===== config.mk =====
export PLATFORM = sky130hd
export DESIGN_NAME = mrid_core
export DESIGN_NICKNAME = d
export VERILOG_FILES = /design/src/hw/mrid_pkg.sv /design/src/hw/mrid_file_ram.sv /design/src/hw/mrid_core.sv
export VERILOG_INCLUDE_DIRS = /design/src /design/src/hw
export SDC_FILE = /design/constraint.sdc
export NUM_CORES = 1
export LEC_CHECK = 0
export ABC_AREA = 1
export BUFFER_PORTS_ARGS = -buffer_cell sky130_fd_sc_hd__buf_4
export CORE_MARGIN = 2
export CORE_UTILIZATION = 40
export DETAILED_ROUTE_END_ITERATION = 10
export GPL_ROUTABILITY_DRIVEN = 0
export PLACE_DENSITY = 0.53
export SYNTH_ARGS = -nofsm -noshare
export SYNTH_HDL_FRONTEND = slang
export SYNTH_SLANG_ARGS = --single-unit

===== constraint.sdc =====
create_clock -name CLK_IN -period 7.25 [get_ports CLK_IN]
set_input_delay 2.175 -clock CLK_IN [delete_from_list [all_inputs] [get_ports CLK_IN]]
set_output_delay 2.175 -clock CLK_IN [all_outputs]
set_load 0.01 [all_outputs]

===== src/hw/mrid_params.svh =====
/*
  Constants of the mid-range instruction decoder: timing, instruction field
  positions, group codes, special instruction words and reset values.
  Assumes it is included by its bare name from the core.
*/
`ifndef MRID_PARAMS_SVH
`define MRID_PARAMS_SVH

// ============================================================
// timing
// ============================================================
// oscillator periods (clock cycles) in one instruction cycle
`define MRID_OSC_PER_CYCLE 4

// ============================================================
// instruction word fields
// ============================================================
`define MRID_IR_W         14
`define MRID_CLASS_HI     13
`define MRID_CLASS_LO     12
`define MRID_DEST_BIT     7
`define MRID_CALL_BIT     11
`define MRID_CLASS_BYTE   2'b00
`define MRID_CLASS_BIT    2'b01
`define MRID_CLASS_JUMP   2'b10
`define MRID_CLASS_LIT    2'b11

// ============================================================
// control words of the byte group with d = 0 (low byte)
// ============================================================
`define MRID_MISC_RETURN  8'h08
`define MRID_MISC_RETFIE  8'h09
`define MRID_MISC_SLEEP   8'h63
`define MRID_MISC_WDTCLR  8'h64

// ============================================================
// reset values
// ============================================================
`define MRID_RESET_PC     13'h0000
`define MRID_RESET_IR     14'h0000
`define MRID_RESET_W      8'h00

`endif


===== src/hw/mrid_pkg.sv =====
/*
  Types of the mid-range instruction decoder: quarter-cycle phases and the
  operation codes of the byte and bit groups.
  Assumes nothing beyond a SystemVerilog compiler.
*/
package mrid_pkg;

  // ============================================================
  // quarter phases, gray coded along Q1-Q2-Q3-Q4
  // ============================================================
  typedef enum logic [1:0] {
    MRID_Q1 = 2'b00,
    MRID_Q2 = 2'b01,
    MRID_Q3 = 2'b11,
    MRID_Q4 = 2'b10
  } mrid_phase_t;

  // ============================================================
  // byte-oriented operation codes, bits 11:8
  // ============================================================
  typedef enum logic [3:0] {
    MRID_BOP_MISC  = 4'h0,
    MRID_BOP_CLR   = 4'h1,
    MRID_BOP_SUB   = 4'h2,
    MRID_BOP_DEC   = 4'h3,
    MRID_BOP_IOR   = 4'h4,
    MRID_BOP_AND   = 4'h5,
    MRID_BOP_XOR   = 4'h6,
    MRID_BOP_ADD   = 4'h7,
    MRID_BOP_MOV   = 4'h8,
    MRID_BOP_COM   = 4'h9,
    MRID_BOP_INC   = 4'hA,
    MRID_BOP_DECSZ = 4'hB,
    MRID_BOP_RR    = 4'hC,
    MRID_BOP_RL    = 4'hD,
    MRID_BOP_SWAP  = 4'hE,
    MRID_BOP_INCSZ = 4'hF
  } mrid_bop_t;

  // ============================================================
  // bit-oriented operation codes, bits 11:10
  // ============================================================
  typedef enum logic [1:0] {
    MRID_BIT_CLR = 2'b00,
    MRID_BIT_SET = 2'b01,
    MRID_BIT_TSC = 2'b10,
    MRID_BIT_TSS = 2'b11
  } mrid_bitop_t;

endpackage : mrid_pkg


===== src/hw/mrid_file_ram.sv =====
/*
  File register memory of the decoder: one write port, one read port whose
  data comes out of a register one clock after the address.
  Assumes a single clock; contents are not cleared by reset.
*/
`timescale 1ns/100ps

module mrid_file_ram #(
  parameter int AW = 7,
  parameter int DW = 8
) (
  // clock and reset
  input  wire logic          clk_in,
  input  wire logic          nrst_in,
  // write port
  input  wire logic          we_in,
  input  wire logic [AW-1:0] waddr_in,
  input  wire logic [DW-1:0] wdata_in,
  // read port
  input  wire logic [AW-1:0] raddr_in,
  output logic      [DW-1:0] rdata_out
);

  logic [DW-1:0] mem_q [0:(1<<AW)-1];
  logic [DW-1:0] rdata_q;

  // ============================================================
  // storage
  // ============================================================
  // no reset on the array, so it maps onto plain memory
  always_ff @(posedge clk_in) begin
    if (we_in) begin
      mem_q[waddr_in] <= wdata_in;
    end
  end

  // registered read
  always_ff @(posedge clk_in or negedge nrst_in) begin
    if (!nrst_in) begin
      rdata_q <= '0;
    end else begin
      rdata_q <= mem_q[raddr_in];
    end
  end

  assign rdata_out = rdata_q;

endmodule : mrid_file_ram


===== src/hw/mrid_core.sv =====
/*
  Instruction decoder and executor of an 8-bit core with 14-bit words.
  Holds the working register, the flags, the program counter, the quarter
  phase sequencer and the file register memory.
  Assumes: instruction words arrive on INSTR_IN for the address on PC_OUT
  and are sampled at the end of Q4; the stack and the watchdog live outside;
  all inputs are synchronous to CLK_IN.
  // Operation
  // - one instruction cycle is four clocks (4 MHz gives 1 us)
  // - one cycle per instruction; skips and branches add a NOP cycle
  // - byte ops: d=0 result to W, d=1 back to the file register
  // - 00 0111 adds W and file; updates carry, digit carry, zero
  // - 00 0101 ANDs W with file; updates zero only
  // - 11 111x adds literal to W; updates carry, digit carry, zero
  // - 01 00bb clears the selected file bit; flags untouched
  // - 01 01bb sets the selected file bit; flags untouched
  // - 01 10bb skips the next instruction when the bit is zero
  // - 01 11bb skips the next instruction when the bit is one
  // - clear-file writes zero to the file register and sets zero flag
  // - read-modify-write of a port reads the pin levels
  // - writing the timer-zero count clears its prescaler if assigned
  // - don't-care bits never change the decoding
  // - the 3-bit selector picks one of eight file register bits
  // - every word falls in byte, bit or literal/control group
  // - file address is seven bits, 0 to 127 in the bank
  // - call pushes return address, loads 11 bits plus page latch
  // - decrement/increment-skip skip the next word on zero result
  // - standby clears watchdog, clears power-down, sets timeout, stops
*/
`timescale 1ns/100ps

`include "mrid_params.svh"

module mrid_core #(
  parameter int         FILE_AW   = 7,
  parameter logic [6:0] TIMER_ZERO_COUNT_ADDR = 7'h01,
  parameter logic [6:0] PORT_LO   = 7'h05,
  parameter logic [6:0] PORT_HI   = 7'h09
) (
  // clock and reset
  input  wire logic                       CLK_IN,
  input  wire logic                       NRST_IN,
  // program memory
  input  wire logic [`MRID_IR_W-1:0]      INSTR_IN,
  input  wire logic [1:0]                 PAGE_IN,
  output logic      [12:0]                PC_OUT,
  // stack
  input  wire logic [12:0]                TOS_IN,
  output logic                            PUSH_OUT,
  output logic                            POP_OUT,
  output logic      [12:0]                RET_ADDR_OUT,
  // port pins and timer side
  input  wire logic [7:0]                 PINS_IN,
  input  wire logic                       PRESC_TIMER_ZERO_COUNT_IN,
  input  wire logic                       WAKE_IN,
  output logic      [FILE_AW-1:0]         FILE_ADDR_OUT,
  output logic                            PRESC_CLR_OUT,
  output logic                            WDT_CLR_OUT,
  // core state
  output logic      [7:0]                 W_OUT,
  output logic                            CARRY_OUT,
  output logic                            DIGIT_CARRY_FLAG_OUT,
  output logic                            ZERO_OUT,
  output logic                            TIMEOUT_FLAG_OUT,
  output logic                            POWERDOWN_FLAG_OUT,
  output logic                            SLEEP_OUT,
  output logic                            CYCLE_END_OUT,
  output logic                            NOP_CYCLE_OUT
);
  import mrid_pkg::*;

  // ============================================================
  // state
  // ============================================================
  mrid_phase_t       ph_q, ph_d;
  logic [13:0]       ir_q;
  logic [12:0]       pc_q;
  logic [7:0]        w_q;
  logic              c_q, dc_q, z_q, to_q, pd_q;
  logic              nop_q, asleep_q, end_q;
  logic              push_q, pop_q, presc_q, wdt_q;
  logic [12:0]       ret_q;
  logic [7:0]        rdata;

  // ============================================================
  // field decode
  // ============================================================
  wire [1:0]   iclass   = ir_q[`MRID_CLASS_HI:`MRID_CLASS_LO];
  wire         is_byte  = (iclass == `MRID_CLASS_BYTE);
  wire         is_bit   = (iclass == `MRID_CLASS_BIT);
  wire         is_lit   = (iclass == `MRID_CLASS_LIT);
  wire         dest     = ir_q[`MRID_DEST_BIT];
  wire [FILE_AW-1:0] fa = ir_q[FILE_AW-1:0];
  wire [2:0]   bsel     = ir_q[9:7];
  wire [7:0]   kval     = ir_q[7:0];
  wire [7:0]   bmask    = 8'h01 << bsel;
  wire         is_port  = (fa >= PORT_LO) && (fa <= PORT_HI);
  mrid_bop_t   bop;
  mrid_bitop_t bitop;
  assign bop   = mrid_bop_t'(ir_q[11:8]);
  assign bitop = mrid_bitop_t'(ir_q[11:10]);

  // ports read back as pin levels, not as the stored latch
  wire [7:0]   fval  = is_port ? PINS_IN : rdata;
  wire [7:0]   opnd  = is_lit ? kval : fval;

  // arithmetic shared by file and literal forms
  wire [8:0]   add_s  = {1'b0, w_q} + {1'b0, opnd};
  wire [4:0]   add_dc = {1'b0, w_q[3:0]} + {1'b0, opnd[3:0]};
  wire [8:0]   sub_s  = {1'b0, opnd} + {1'b0, ~w_q} + 9'h001;
  wire [4:0]   sub_dc = {1'b0, opnd[3:0]} + {1'b0, ~w_q[3:0]} + 5'h01;
  wire [7:0]   inc_v  = fval + 8'h01;
  wire [7:0]   dec_v  = fval - 8'h01;
  wire         bit_on = |(fval & bmask);

  // ============================================================
  // execute: result, destinations, flag updates, flow control
  // ============================================================
  logic [7:0]  res;
  logic [12:0] pc_tgt;
  logic        wr_w, wr_f, z_up, c_up, dc_up, c_new, dc_new;
  logic        skip, jump, push, pop, do_sleep, do_wdt;

  always_comb begin
    res = fval; wr_w = 1'b0; wr_f = 1'b0; pc_tgt = pc_q;
    z_up = 1'b0; c_up = 1'b0; dc_up = 1'b0; c_new = c_q; dc_new = dc_q;
    skip = 1'b0; jump = 1'b0; push = 1'b0; pop = 1'b0;
    do_sleep = 1'b0; do_wdt = 1'b0;
    case (iclass)
      `MRID_CLASS_BYTE: begin
        wr_w = ~dest;
        wr_f = dest;
        case (bop)
          MRID_BOP_MISC: begin
            wr_w = 1'b0;
            res  = w_q;
            if (!dest) begin
              if (kval == `MRID_MISC_RETURN || kval == `MRID_MISC_RETFIE) begin
                pop = 1'b1; jump = 1'b1; pc_tgt = TOS_IN;
              end
              do_sleep = (kval == `MRID_MISC_SLEEP);
              do_wdt   = (kval == `MRID_MISC_WDTCLR);
            end
          end
          MRID_BOP_CLR: begin
            res = 8'h00; z_up = 1'b1;
          end
          MRID_BOP_SUB: begin
            res = sub_s[7:0]; c_new = sub_s[8]; dc_new = sub_dc[4];
            z_up = 1'b1; c_up = 1'b1; dc_up = 1'b1;
          end
          MRID_BOP_DEC: begin res = dec_v; z_up = 1'b1; end
          MRID_BOP_IOR: begin res = w_q | fval; z_up = 1'b1; end
          MRID_BOP_AND: begin res = w_q & fval; z_up = 1'b1; end
          MRID_BOP_XOR: begin res = w_q ^ fval; z_up = 1'b1; end
          MRID_BOP_ADD: begin
            res = add_s[7:0]; c_new = add_s[8]; dc_new = add_dc[4];
            z_up = 1'b1; c_up = 1'b1; dc_up = 1'b1;
          end
          MRID_BOP_MOV: begin res = fval; z_up = 1'b1; end
          MRID_BOP_COM: begin res = ~fval; z_up = 1'b1; end
          MRID_BOP_INC: begin res = inc_v; z_up = 1'b1; end
          MRID_BOP_DECSZ: begin
            res = dec_v; skip = (dec_v == 8'h00);
          end
          MRID_BOP_RR: begin
            res = {c_q, fval[7:1]}; c_new = fval[0]; c_up = 1'b1;
          end
          MRID_BOP_RL: begin
            res = {fval[6:0], c_q}; c_new = fval[7]; c_up = 1'b1;
          end
          MRID_BOP_SWAP: res = {fval[3:0], fval[7:4]};
          MRID_BOP_INCSZ: begin
            res = inc_v; skip = (inc_v == 8'h00);
          end
          default: res = fval;
        endcase
      end
      `MRID_CLASS_BIT: begin
        case (bitop)
          MRID_BIT_CLR: begin res = fval & ~bmask; wr_f = 1'b1; end
          MRID_BIT_SET: begin res = fval | bmask; wr_f = 1'b1; end
          MRID_BIT_TSC: skip = ~bit_on;
          MRID_BIT_TSS: skip = bit_on;
          default: skip = 1'b0;
        endcase
      end
      `MRID_CLASS_JUMP: begin
        jump   = 1'b1;
        push   = ~ir_q[`MRID_CALL_BIT];
        pc_tgt = {PAGE_IN, ir_q[10:0]};
      end
      default: begin
        // literal group; the x positions are left out of the match
        wr_w = 1'b1;
        casez (ir_q[11:8])
          4'b00??: res = kval;
          4'b01??: begin
            res = kval; pop = 1'b1; jump = 1'b1; pc_tgt = TOS_IN;
          end
          4'b1000: begin res = w_q | kval; z_up = 1'b1; end
          4'b1001: begin res = w_q & kval; z_up = 1'b1; end
          4'b1010: begin res = w_q ^ kval; z_up = 1'b1; end
          4'b110?: begin
            res = sub_s[7:0]; c_new = sub_s[8]; dc_new = sub_dc[4];
            z_up = 1'b1; c_up = 1'b1; dc_up = 1'b1;
          end
          4'b111?: begin
            res = add_s[7:0]; c_new = add_s[8]; dc_new = add_dc[4];
            z_up = 1'b1; c_up = 1'b1; dc_up = 1'b1;
          end
          default: wr_w = 1'b0;
        endcase
      end
    endcase
  end

  // ============================================================
  // quarter sequencer
  // ============================================================
  // the phase freezes at Q1 in standby, which stands in for the stopped
  // oscillator; nothing executes until WAKE_IN
  always_comb begin
    case (ph_q)
      MRID_Q1: ph_d = asleep_q ? MRID_Q1 : MRID_Q2;
      MRID_Q2: ph_d = MRID_Q3;
      MRID_Q3: ph_d = MRID_Q4;
      MRID_Q4: ph_d = MRID_Q1;
      default: ph_d = MRID_Q1;
    endcase
  end

  wire cycle_end = (ph_q == MRID_Q4);
  wire exec      = cycle_end & ~nop_q;
  wire f_write   = exec & wr_f;
  wire timer_zero_count_hit  = f_write && (fa == TIMER_ZERO_COUNT_ADDR) && PRESC_TIMER_ZERO_COUNT_IN;

  always_ff @(posedge CLK_IN or negedge NRST_IN) begin
    if (!NRST_IN) begin
      ph_q <= MRID_Q1;
    end else begin
      ph_q <= ph_d;
    end
  end

  // ============================================================
  // instruction pipeline and program counter
  // ============================================================
  // the word fetched while a skip or branch executes is dropped and that
  // cycle runs as a NOP, giving two cycles in all
  always_ff @(posedge CLK_IN or negedge NRST_IN) begin
    if (!NRST_IN) begin
      ir_q  <= `MRID_RESET_IR;
      pc_q  <= `MRID_RESET_PC;
      nop_q <= 1'b1;
    end else if (cycle_end) begin
      ir_q  <= INSTR_IN;
      nop_q <= exec & (skip | jump);
      pc_q  <= (exec & jump) ? pc_tgt : pc_q + 13'h0001;
    end
  end

  // ============================================================
  // working register and arithmetic flags
  // ============================================================
  always_ff @(posedge CLK_IN or negedge NRST_IN) begin
    if (!NRST_IN) begin
      w_q  <= `MRID_RESET_W;
      c_q  <= 1'b0;
      dc_q <= 1'b0;
      z_q  <= 1'b0;
    end else if (exec) begin
      if (wr_w)  w_q  <= res;
      if (z_up)  z_q  <= (res == 8'h00);
      if (c_up)  c_q  <= c_new;
      if (dc_up) dc_q <= dc_new;
    end
  end

  // ============================================================
  // timeout, power-down and standby
  // ============================================================
  // both flags read one after power-up; a wake request in the very cycle
  // that standby executes is too early and is ignored
  always_ff @(posedge CLK_IN or negedge NRST_IN) begin
    if (!NRST_IN) begin
      to_q     <= 1'b1;
      pd_q     <= 1'b1;
      asleep_q <= 1'b0;
    end else begin
      if (exec & (do_sleep | do_wdt)) begin
        to_q <= 1'b1;
        pd_q <= do_wdt;
      end
      if (exec & do_sleep) begin
        asleep_q <= 1'b1;
      end else if (WAKE_IN) begin
        asleep_q <= 1'b0;
      end
    end
  end

  // ============================================================
  // one-cycle side pulses
  // ============================================================
  always_ff @(posedge CLK_IN or negedge NRST_IN) begin
    if (!NRST_IN) begin
      push_q  <= 1'b0;
      pop_q   <= 1'b0;
      presc_q <= 1'b0;
      wdt_q   <= 1'b0;
      end_q   <= 1'b0;
      ret_q   <= `MRID_RESET_PC;
    end else begin
      push_q  <= exec & push;
      pop_q   <= exec & pop;
      presc_q <= timer_zero_count_hit;
      wdt_q   <= exec & (do_sleep | do_wdt);
      end_q   <= cycle_end;
      if (exec & push) ret_q <= pc_q;
    end
  end

  // ============================================================
  // file registers
  // ============================================================
  // the read is addressed straight from the held word, so data is settled
  // long before the Q4 write-back
  mrid_file_ram #(
    .AW (FILE_AW),
    .DW (8)
  ) u_file (
    .clk_in    (CLK_IN),
    .nrst_in   (NRST_IN),
    .we_in     (f_write),
    .waddr_in  (fa),
    .wdata_in  (res),
    .raddr_in  (fa),
    .rdata_out (rdata)
  );

  // ============================================================
  // outputs
  // ============================================================
  assign PC_OUT               = pc_q;
  assign PUSH_OUT             = push_q;
  assign POP_OUT              = pop_q;
  assign RET_ADDR_OUT         = ret_q;
  assign FILE_ADDR_OUT        = ir_q[FILE_AW-1:0];
  assign PRESC_CLR_OUT        = presc_q;
  assign WDT_CLR_OUT          = wdt_q;
  assign W_OUT                = w_q;
  assign CARRY_OUT            = c_q;
  assign DIGIT_CARRY_FLAG_OUT = dc_q;
  assign ZERO_OUT             = z_q;
  assign TIMEOUT_FLAG_OUT     = to_q;
  assign POWERDOWN_FLAG_OUT   = pd_q;
  assign SLEEP_OUT            = asleep_q;
  assign CYCLE_END_OUT        = end_q;
  assign NOP_CYCLE_OUT        = nop_q;

endmodule : mrid_core


==> Yosys cells after proc, flatten, opt, wreduce, memory -nomap -nowiden <==
Memories as Yosys holds them, arrays and structs flattened. A register that Yosys moved wholly into a read port is not among the register bits.
Cells that the tools add are included.
{ "totals": {"reg_bits": 61, "ram_bits": 1024, "out_inout_bits": 53, "elab_cells": 178, "mem_count": 1} }
{ "op_classes": {"add_sub_neg": 9, "order_cmp": 2, "eq_ne": 38, "shift": 1, "muxes": 53, "bitwise_logic": 28, "reduce_logical": 30} }
{ "memory_table": {"columns": ["name", "depth", "word_bits", "rd", "rd_ports_with_merged_regs", "write_ports", "line_no", "rtl"], "rows": [
  ["u_file.mem_q", 128, 8, 1, 1, 1, "mrid_file_ram.sv:24", "logic [DW-1:0] mem_q [0:(1<<AW)-1];"]
]} }
{ "op_table": {"columns": ["operator", "n"], "rows": [
  ["case mux 8 bit (14 select lines)", 1],
  ["two-way mux 13 bit", 5],
  ["case mux 8 bit (6 select lines)", 1],
  ["case mux 13 bit (3 select lines)", 1],
  ["AND 8 bit", 4],
  ["== test 4 bit, second input constant", 8],
  ["case mux 1 bit (2 select lines)", 14],
  ["zero test 8 bit", 3],
  ["two-way mux 1 bit", 24],
  ["inverter 8 bit", 3],
  ["bitwise OR 8 bit", 3],
  ["case mux 8 bit (3 select lines)", 1],
  ["adder 8 x 8 -> 9 bit", 2],
  ["== test 4 x 3 -> 1 bit, second input constant", 4],
  ["== test 8 x 4 -> 1 bit, second input constant", 2],
  ["== test 8 x 7 -> 1 bit, second input constant", 2],
  ["two-way mux 8 bit", 2],
  ["case mux 8 bit (2 select lines)", 1],
  ["bitwise XOR 8 bit", 2],
  ["adder 13 x 1 -> 13 bit, second input constant", 1],
  ["== test 2 bit, second input constant", 6],
  ["OR reduction 2 bit", 6],
  ["adder 4 x 4 -> 5 bit", 2],
  ["AND reduction 5 bit", 2],
  ["39 further kinds", 61]
]} }

==> Logic depth before layout (Yosys ltp) <==
Gate-level depths: netlist of run 1.
{ "depth": {"ltp_word": 10, "ltp_mapped": 33, "mapped_depth_nobuf": 30} }

==> Modules after synthesis <==
Synthesis of run 1 repeated with hierarchy kept, for this count alone.
{ "unflattened": {"cells_unflattened": 4623, "hier_area_um2": 48916.9} }
{ "modules_own_cells": {"columns": ["mod", "instances", "cells_each", "area_each_um2"], "rows": [
  ["mrid_file_ram", 1, 3576, 42335.6],
  ["mrid_core", 1, 1047, 6581.3]
]} }

==> Least setup slack after synthesis of run 1 <==
No wires, ideal clock.
{ "synth_path": {"path_kind": "in2reg", "startpoint": "input PINS_IN[0]", "endpoint": "memory u_file.mem_q[0][0], data pin", "t_arrival_ns": 6.727, "path_slack_ns": -0.374, "cell_stages": 12, "path_cell_list": "nand3b_1 nand2_2 nand2_1 o21ai_0 inv_1 ha_1 nand2_1 nand3_1 nor2_1 nand2_1 o21ai_0 a21oi_1"} }
{ "synth_between": {"elab_chain_len": 6} }
{ "synth_rtl": {"columns": ["item", "line_no", "rtl"], "rows": [
  ["start: declaration", "mrid_core.sv:53", "input wire logic [7:0] PINS_IN,"],
  ["two-way mux 8 bit *", "mrid_core.sv:104", "wire [7:0] fval = is_port ? PINS_IN : rdata;"],
  ["two-way mux 8 bit", "mrid_core.sv:105", "wire [7:0] opnd = is_lit ? kval : fval;"],
  ["adder 8 x 8 -> 9 bit", "mrid_core.sv:110", "wire [8:0] sub_s = {1'b0, opnd} + {1'b0, ~w_q} + 9'h001;"],
  ["adder 9 x 1 -> 9 bit", "mrid_core.sv:110", null],
  ["case mux 8 bit (14 select lines) / case mux 8 bit (6 select lines) (equally long branches)", "mrid_core.sv:133, mrid_core.sv:196", null],
  ["case mux 8 bit (3 select lines) *", "mrid_core.sv:129", "case (iclass)"],
  ["via res[0]", "mrid_core.sv:119", "logic [7:0] res;"],
  ["end: declaration", "mrid_file_ram.sv:24", null]
]} }
The timed path passes the listed nets; every way through them passes the cells marked *.

==> Worst setup path in the final report of run 1 <==
{ "layout_path": {"startpoint": "register ir_q[2]", "endpoint": "memory u_file.mem_q[43][6], data pin"} }
{ "layout_between": {"elab_chain_len": 8} }
{ "layout_rtl": {"columns": ["item", "line_no", "rtl"], "rows": [
  ["start: declaration", "mrid_core.sv:76", "logic [13:0] ir_q;"],
  ["start signal: assignment", "mrid_core.sv:253", "ir_q <= `MRID_RESET_IR;"],
  ["greater-or-equal comparator 7 x 3 -> 1 bit / <= comparator 7 x 4 -> 1 bit (equally long branches)", "mrid_core.sv:97", "wire is_port = (fa >= PORT_LO) && (fa <= PORT_HI);"],
  ["logical AND 1 bit", "mrid_core.sv:97", null],
  ["two-way mux 8 bit", "mrid_core.sv:104", null],
  ["two-way mux 8 bit", "mrid_core.sv:105", null],
  ["adder 8 x 8 -> 9 bit", "mrid_core.sv:110", null],
  ["adder 9 x 1 -> 9 bit", "mrid_core.sv:110", null],
  ["case mux 8 bit (14 select lines) / case mux 8 bit (6 select lines) (equally long branches)", "mrid_core.sv:133, mrid_core.sv:196", null],
  ["case mux 8 bit (3 select lines) *", "mrid_core.sv:129", null],
  ["via res[6]", "mrid_core.sv:119", null]
]} }
Marks and branches as above.

==> results_dict.tcl, run 1 <==
set metrics [dict create \
    outcome "complete, no violations" \
    pre_cts_ws_ns 1.31 \
    drtPass1Iterations 6 \
    grt_pass1_wl_mm 207 \
    setup_viol 0 \
    cts_sinks 1093 \
    hold_viol_final 0 \
    power.density_mw_per_mm2 354 \
    setup_slack_ns 1.94 \
    layout_min_cycle_time_ns 5.31 \
    die_area_mm2 0.118 \
    drtIter0Drc 3395 \
    drive_gt1_share_pct 9.69 \
    utilization_pct 45.6 \
    setup_tns_ns 0 \
    clk_pin_slew_ns 0.06 \
    yosysWarnings 0 \
    finalCritPeriodShare_pct 73.3 \
    grt_max_degree 130 \
    dp.cells 5248 \
    grt_overflow 0 \
    ys_types 53 \
    clkPwrFrac_pct 31.3 \
    chipWidth_um 344 \
    clk_root_buffer_cell "clkbuf_16" \
    hold_buffers 0 \
    switchingPower_uw 6060 \
    drv_cap 0 \
    tightest_slew_ns 1.22 \
    internal-power_uw 12400 \
    hold_depth 0 \
    crit_required_ns 7.66 \
    cts_resized 0 \
    wl_per_cell_um 25.9 \
    worst_skew_pair.late_latency_ns 0.71 \
    rr_worst_depth 24 \
    power.leakage_uw 0.0177 \
    synthToLayoutAreaGrowth_pct 13.0 \
    fin_nets 3950 \
    worst_setup_path_start_kind "flop" \
    htree_num_levels 3 \
    cts_buffer_depth 3 \
    vias_per_cell 5.77 \
    synthArstFlopShare_pct 6.31 \
    grt_pass1_vias 29814 \
    cts_buffers 112 \
    critical_path_class "flop to flop" \
    syn_area_per_cell_um2 12.1 \
    pwr-share-comb_pct 24.3 \
    antenna_found_initial 1 \
    rsz0062_at_grt "false" \
    timing.fmax_ghz 0.188 \
    fin_cells 5453 \
    hpwl_mm 84.3 \
    io_pins 94 \
    arrival_ns 5.72 \
    rows 124 \
    synthesis.area_mm2 0.0462 \
    core_mm2 0.115 \
    synth.top_cells.by_area "edfxtp_1 67%, o21ai_0 6.7%, a22oi_1 4.2%" \
    io_buffers 92 \
    drt-total-wl_mm 141 \
    power.share.switching_pct 32.8 \
    ys.flop_type "edfxtp_1" \
    fin_hold_ws_ns 0.381 \
    synth_seq_cells 1093 \
    synthCells 3811 \
    antenna_cells 0 \
    vdd_drop_max_v 0.000227 \
    yosys.area.top_type "edfxtp_1" \
    cp_max_fo 72 \
    drc 0 \
    dr_total_vias 31445 \
    nFillCells 10398 \
    ant_nets 0 \
    synth_edf_count 1024 \
    clock_skew_ns 0.0227 \
    track_usage_pct 23.6 \
    p_seq_share_pct 44.4 \
    synth.net_count 3911 \
    max_slew_margin_pct 17.8 \
    die-height_um 344 \
    hp-class "flop to flop" \
    slew_violations 0 \
    synth_top_area_share_pct 66.6 \
    postCtsSetupBuffers 0 \
    end_kind "flop" \
    ys_seq_area_share_pct 70.3 \
    start_util_pct 40.3 \
    cts_tree "yes" \
]
[placed cells by master, fill, tap and decap left out, types with 5 or more instances in the layout]
| cell type | count |
|---|---|
| nor2_1 | 478 |
| nor3_1 | 16 |
| nor2_2 | 9 |
| o211ai_1 | 28 |
| nor2_4 | 6 |
| dfrtp_1 | 64 |
| inv_1 | 118 |
| nand2_4 | 16 |
| inv_2 | 7 |
| o2111ai_1 | 7 |
| o21ai_0 | 617 |
| clkinv_1 | 28 |
| clkbuf_1 | 19 |
| a31oi_1 | 5 |
| nand3_1 | 111 |
| a22o_1 | 12 |
| a211oi_1 | 7 |
| a221oi_1 | 20 |
| nand2_1 | 510 |
| bufinv_16 | 11 |
| clkbuf_8 | 6 |
| nand2_2 | 14 |
| a21oi_1 | 55 |
| a22oi_1 | 261 |
| o22ai_1 | 11 |
| xor2_1 | 11 |
| buf_12 | 12 |
| edfxtp_1 | 1024 |
| buf_4 | 142 |
| clkinv_2 | 19 |
| ha_1 | 57 |
| nand3b_1 | 7 |
| nand4_1 | 59 |
| o21ai_1 | 8 |
| clkbuf_16 | 114 |
[path summary, 6_finish.rpt]
path | end | startpoint | slack [ns]
max | u_file.mem_q[43][6] | ir_q[2] | 1.94
min | ph_q[1] | ph_q[0] | 0.38
max reg2reg | u_file.mem_q[43][6] | ir_q[2] | 1.94
min reg2reg | ph_q[1] | ph_q[0] | 0.38
max in group asynchronous | ir_q[0] | NRST_IN | 4.95
min in group asynchronous | ir_q[12] | NRST_IN | 1.61
[registers in the layout (all words and copies together), names as in the netlist, 2 cells and up]
| signal | cells |
|---|---|
| PC_OUT | 13 |
| RET_ADDR_OUT | 13 |
| W_OUT | 8 |
| ir_q | 14 |
| ph_q | 2 |
| u_file.mem_q | 1024 |
| u_file.rdata_out | 8 |
[routing by layer]
| metal | global-route usage [%] | vias up | wire length [um] |
|---|---|---|---|
| li1 | - | 14104 | - |
| met1 | 33.5 | 15748 | 61400 |
| met2 | 36.5 | 1317 | 64100 |
| met3 | 3.94 | 276 | 10600 |
| met4 | 8.69 | 0 | 5400 |
| met5 | 0 | - | 0 |
[final cells by class]
| cell class | instances | area (um2) | share of cell area, % |
|---|---|---|---|
| clock buffers | 139 | 3010 | 5.76 |
| multi-input cells | 2357 | 12300 | 23.6 |
| clock inverters | 66 | 652 | 1.25 |
| repair buffers | 154 | 1310 | 2.50 |
| flip-flops and latches | 1093 | 32500 | 62.3 |
| inverters | 132 | 510 | 0.978 |
| well taps | 1512 | 1890 | 3.63 |
[worst max-delay path: stages (launching register included)]
cell	delay, ns
dfrtp_1	0.92
o21ai_1	0.25
nand2_4	0.27
nand2_4	0.18
nand2_1	0.15
nand2_2	0.17
o21ai_0	0.46
inv_1	0.11
fa_1	0.43
nand3b_1	0.18
nand2_1	0.12
nand2_1	0.09
nand2_1	0.08
nand2_1	0.07
nand2_1	0.07
nand2_1	0.06
nand2_1	0.08
nor2_1	0.05
nor2_1	0.12
nand3_1	0.09
nand2_1	0.07
nand2_1	0.04
nand2_1	0.09
nand2_4	0.37
buf_12	0.41
[through the flow]
step | power [uW] | instance area (um2)
after floorplan | 10900 | 46200
after global placement | 12700 | 48500
after detailed placement | 12800 | 48500
after CTS | 18500 | 52200
after global routing | 19200 | 52200
final | 18500 | 52200
[cell usage after synthesis, types with 16 or more instances]
cell / n
nand4_1: 59
o211ai_1: 28
nand3_1: 111
nor2_1: 482
clkbuf_1: 173
edfxtp_1: 1024
nor3_1: 16
nand2_1: 515
a22oi_1: 261
dfrtp_1: 67
buf_1: 23
buf_2: 17
a221oi_1: 20
ha_1: 57
o21ai_0: 617
inv_1: 121
a21oi_1: 56
[power groups by stage]
| stage | logic (uW) | registers [uW] | clock network (uW) |
|---|---|---|---|
| 6_report | 4490 | 8200 | 5770 |
| 5_1_grt | 4890 | 8210 | 6070 |
| 4_1_cts | 4470 | 8190 | 5860 |
| 3_5_place_dp | 4460 | 8320 | 0 |
| 3_3_place_gp | 4420 | 8320 | 0 |
| 2_1_floorplan | 2480 | 8390 | 0 |
[cell families (layout without fill, tap and decap cells)]
| family | count (synthesis) | count (layout) | share of synthesized area [%] |
|---|---|---|---|
| DFF | 1093 | 1093 | 70.3 |
| AOI/OAI and AO/OA | 1052 | 1052 | 13.5 |
| other | 1 | 1 | 0.00812 |
| buffers and inverters | 361 | 491 | 3.16 |
| and+or+nand+nor | 1233 | 1233 | 11.2 |
| adders and majority gates | 59 | 59 | 1.63 |
| xor gates and xnor gates | 12 | 12 | 0.228 |
Power figures use the tool's default switching activity.
==> inputs of run 2 (changes only) <==
Clock period 7.25 ns to 5.2 ns, I/O delays scaled along.
==> run 2 against run 1 <==
  * Flip-flop and latch count unchanged
  * Clock-buffer cell count increased by 11
  * First-iteration DRC count decreased by 4.4%
  * Largest cell class unchanged
  * Clock skew increased by 0.019 ns
  * Maximum frequency increased by 12%
  * Core utilization increased by 0.53 points
  * Sequential power increased by 39%
  * Highest routed layer unchanged
==> results_dict.tcl, run 2 (synthesis gave the netlist of run 1 again) <==
set metrics [dict create \
    drtPass1Iterations 8 \
    io_pins 94 \
    drive_gt1_share_pct 11.4 \
    clk_root_buffer_cell "clkbuf_16" \
    htree_num_levels 3 \
    tightest_slew_ns 1.25 \
    hold_viol_final 0 \
    grt_pass1_wl_mm 211 \
    drv_cap 0 \
    fin_cells 5545 \
    worst_setup_path_start_kind "flop" \
    nFillCells 10422 \
    chipWidth_um 344 \
    fin_nets 4039 \
    cts_sinks 1093 \
    drt-total-wl_mm 144 \
    layout_commonest_cell "edfxtp_1" \
    drc 0 \
    die-height_um 344 \
    hpwl_mm 87.3 \
    drtIter0Drc 3247 \
    top_register "u_file.mem_q" \
    hold_buffers 0 \
    arrival_ns 5.02 \
    grt_overflow 0 \
    grt_max_degree 131 \
    clock_skew_ns 0.0422 \
    vdd_drop_max_v 0.000315 \
    finalCritPeriodShare_pct 90.8 \
    vias_per_cell 5.78 \
    ant_nets 0 \
    grt_pass1_vias 30726 \
    postCtsSetupBuffers 0 \
    cts_resized 0 \
    clkPwrFrac_pct 30.1 \
    mostFrequentLayoutCells "1024 x edfxtp_1, 617 x o21ai_0, 510 x nand2_1" \
    antenna_found_initial 4 \
    critical_path_class "flop to flop" \
    max_stage_delay_ns 0.49 \
    setup_tns_ns 0 \
    power_uw 25500 \
    worst_skew_pair.late_latency_ns 0.71 \
    cts_tree "yes" \
    track_usage_pct 24.1 \
    pwr-share-comb_pct 25.2 \
    largestRegisters "u_file.mem_q (1024), ir_q (14)" \
    cpMostUsedCell "nand2_1" \
    fin_hold_ws_ns 0.375 \
    path_buf_inv 4 \
    crit_path_top_delay_cell "dfrtp_1" \
    dr_total_vias 32028 \
    internal-power_uw 17100 \
    cp_cell_sequence "nor2_4, nand2_4, nor2_8, nand2_4, nand2_1, nand2_2, o21ai_0, ha_1, inv_1, nand3_1, nand2_1, nand4_1, nand2_1, nand2_1, nand3_1, nand2_1, inv_1, nand4_1, nand2_1, nand2_1, a21oi_2, clkinvlp_4, buf_12" \
    synthToLayoutAreaGrowth_pct 14.3 \
    power.leakage_uw 0.0181 \
    timing.fmax_ghz 0.212 \
    io_buffers 92 \
    start_util_pct 40.3 \
    power.density_mw_per_mm2 483 \
    rsz0062_at_grt "false" \
    cts_buffers 113 \
    utilization_pct 46.1 \
    hp-class "flop to flop" \
    rows 124 \
    dp.cells 5336 \
    max_slew_margin_pct 16.6 \
    slew_violations 0 \
    cp_max_fo 128 \
    antenna_cells 0 \
    outcome "complete, no violations" \
    clk_pin_slew_ns 0.06 \
    switchingPower_uw 8400 \
    layout_min_cycle_time_ns 4.72 \
    setup_viol 0 \
    crit_required_ns 5.49 \
    end_kind "flop" \
    power.share.switching_pct 32.9 \
    core_mm2 0.115 \
    wl_per_cell_um 26.0 \
    cpLargestDelayFamily "simple AND/OR/NAND/NOR gates" \
    largest_reg_flops 1024 \
    p_seq_share_pct 44.7 \
    die_area_mm2 0.118 \
    cts_buffer_depth 3 \
]
## run 2: final timing paths
path / from / to / slack, ns / cells after the start
max: ir_q[6] / u_file.mem_q[50][7] / 0.48 / 23
min: ph_q[0] / ph_q[1] / 0.37 / 0
max reg2reg: ir_q[6] / u_file.mem_q[50][7] / 0.48 / 23
min reg2reg: ph_q[0] / ph_q[1] / 0.37 / 0
max in group asynchronous: NRST_IN / ir_q[1] / 3.50 / 1
min in group asynchronous: NRST_IN / ir_q[11] / 0.98 / 1
## run 2: routing by layer
metal	GRT usage [%]	part of all wire (%)
met1	34.4	43
met2	37.4	46
met3	3.70	7.3
met4	9.24	3.8
met5	0	0
## run 2: power groups by stage
stage / registers [uW] / logic [uW] / clock network, uW
after floorplan: 11600 / 3480 / 0
after global placement: 11600 / 6350 / 0
after detailed placement: 11600 / 6390 / 0
after CTS: 11400 / 6400 / 7800
after global routing: 11400 / 7000 / 8150
final: 11400 / 6430 / 7680
## run 2: area by class of cell
type / instances / area (um2) / share of cell area [%]
clock inverters: 59 / 408 / 0.773
multi-input cells: 2357 / 12300 / 23.4
repair buffers: 242 / 2120 / 4.01
clock buffers: 150 / 3040 / 5.76
inverters: 132 / 513 / 0.972
well taps: 1512 / 1890 / 3.58
flip-flops and latches: 1093 / 32500 / 61.5
## run 2: metrics by stage
stage	area [um2]	worst slack [ns]
after floorplan	46200	0.135
after global placement	49300	0.323
after detailed placement	49300	0.264
after CTS	52800	0.555
after global routing	52800	0.0412
final	52800	0.476
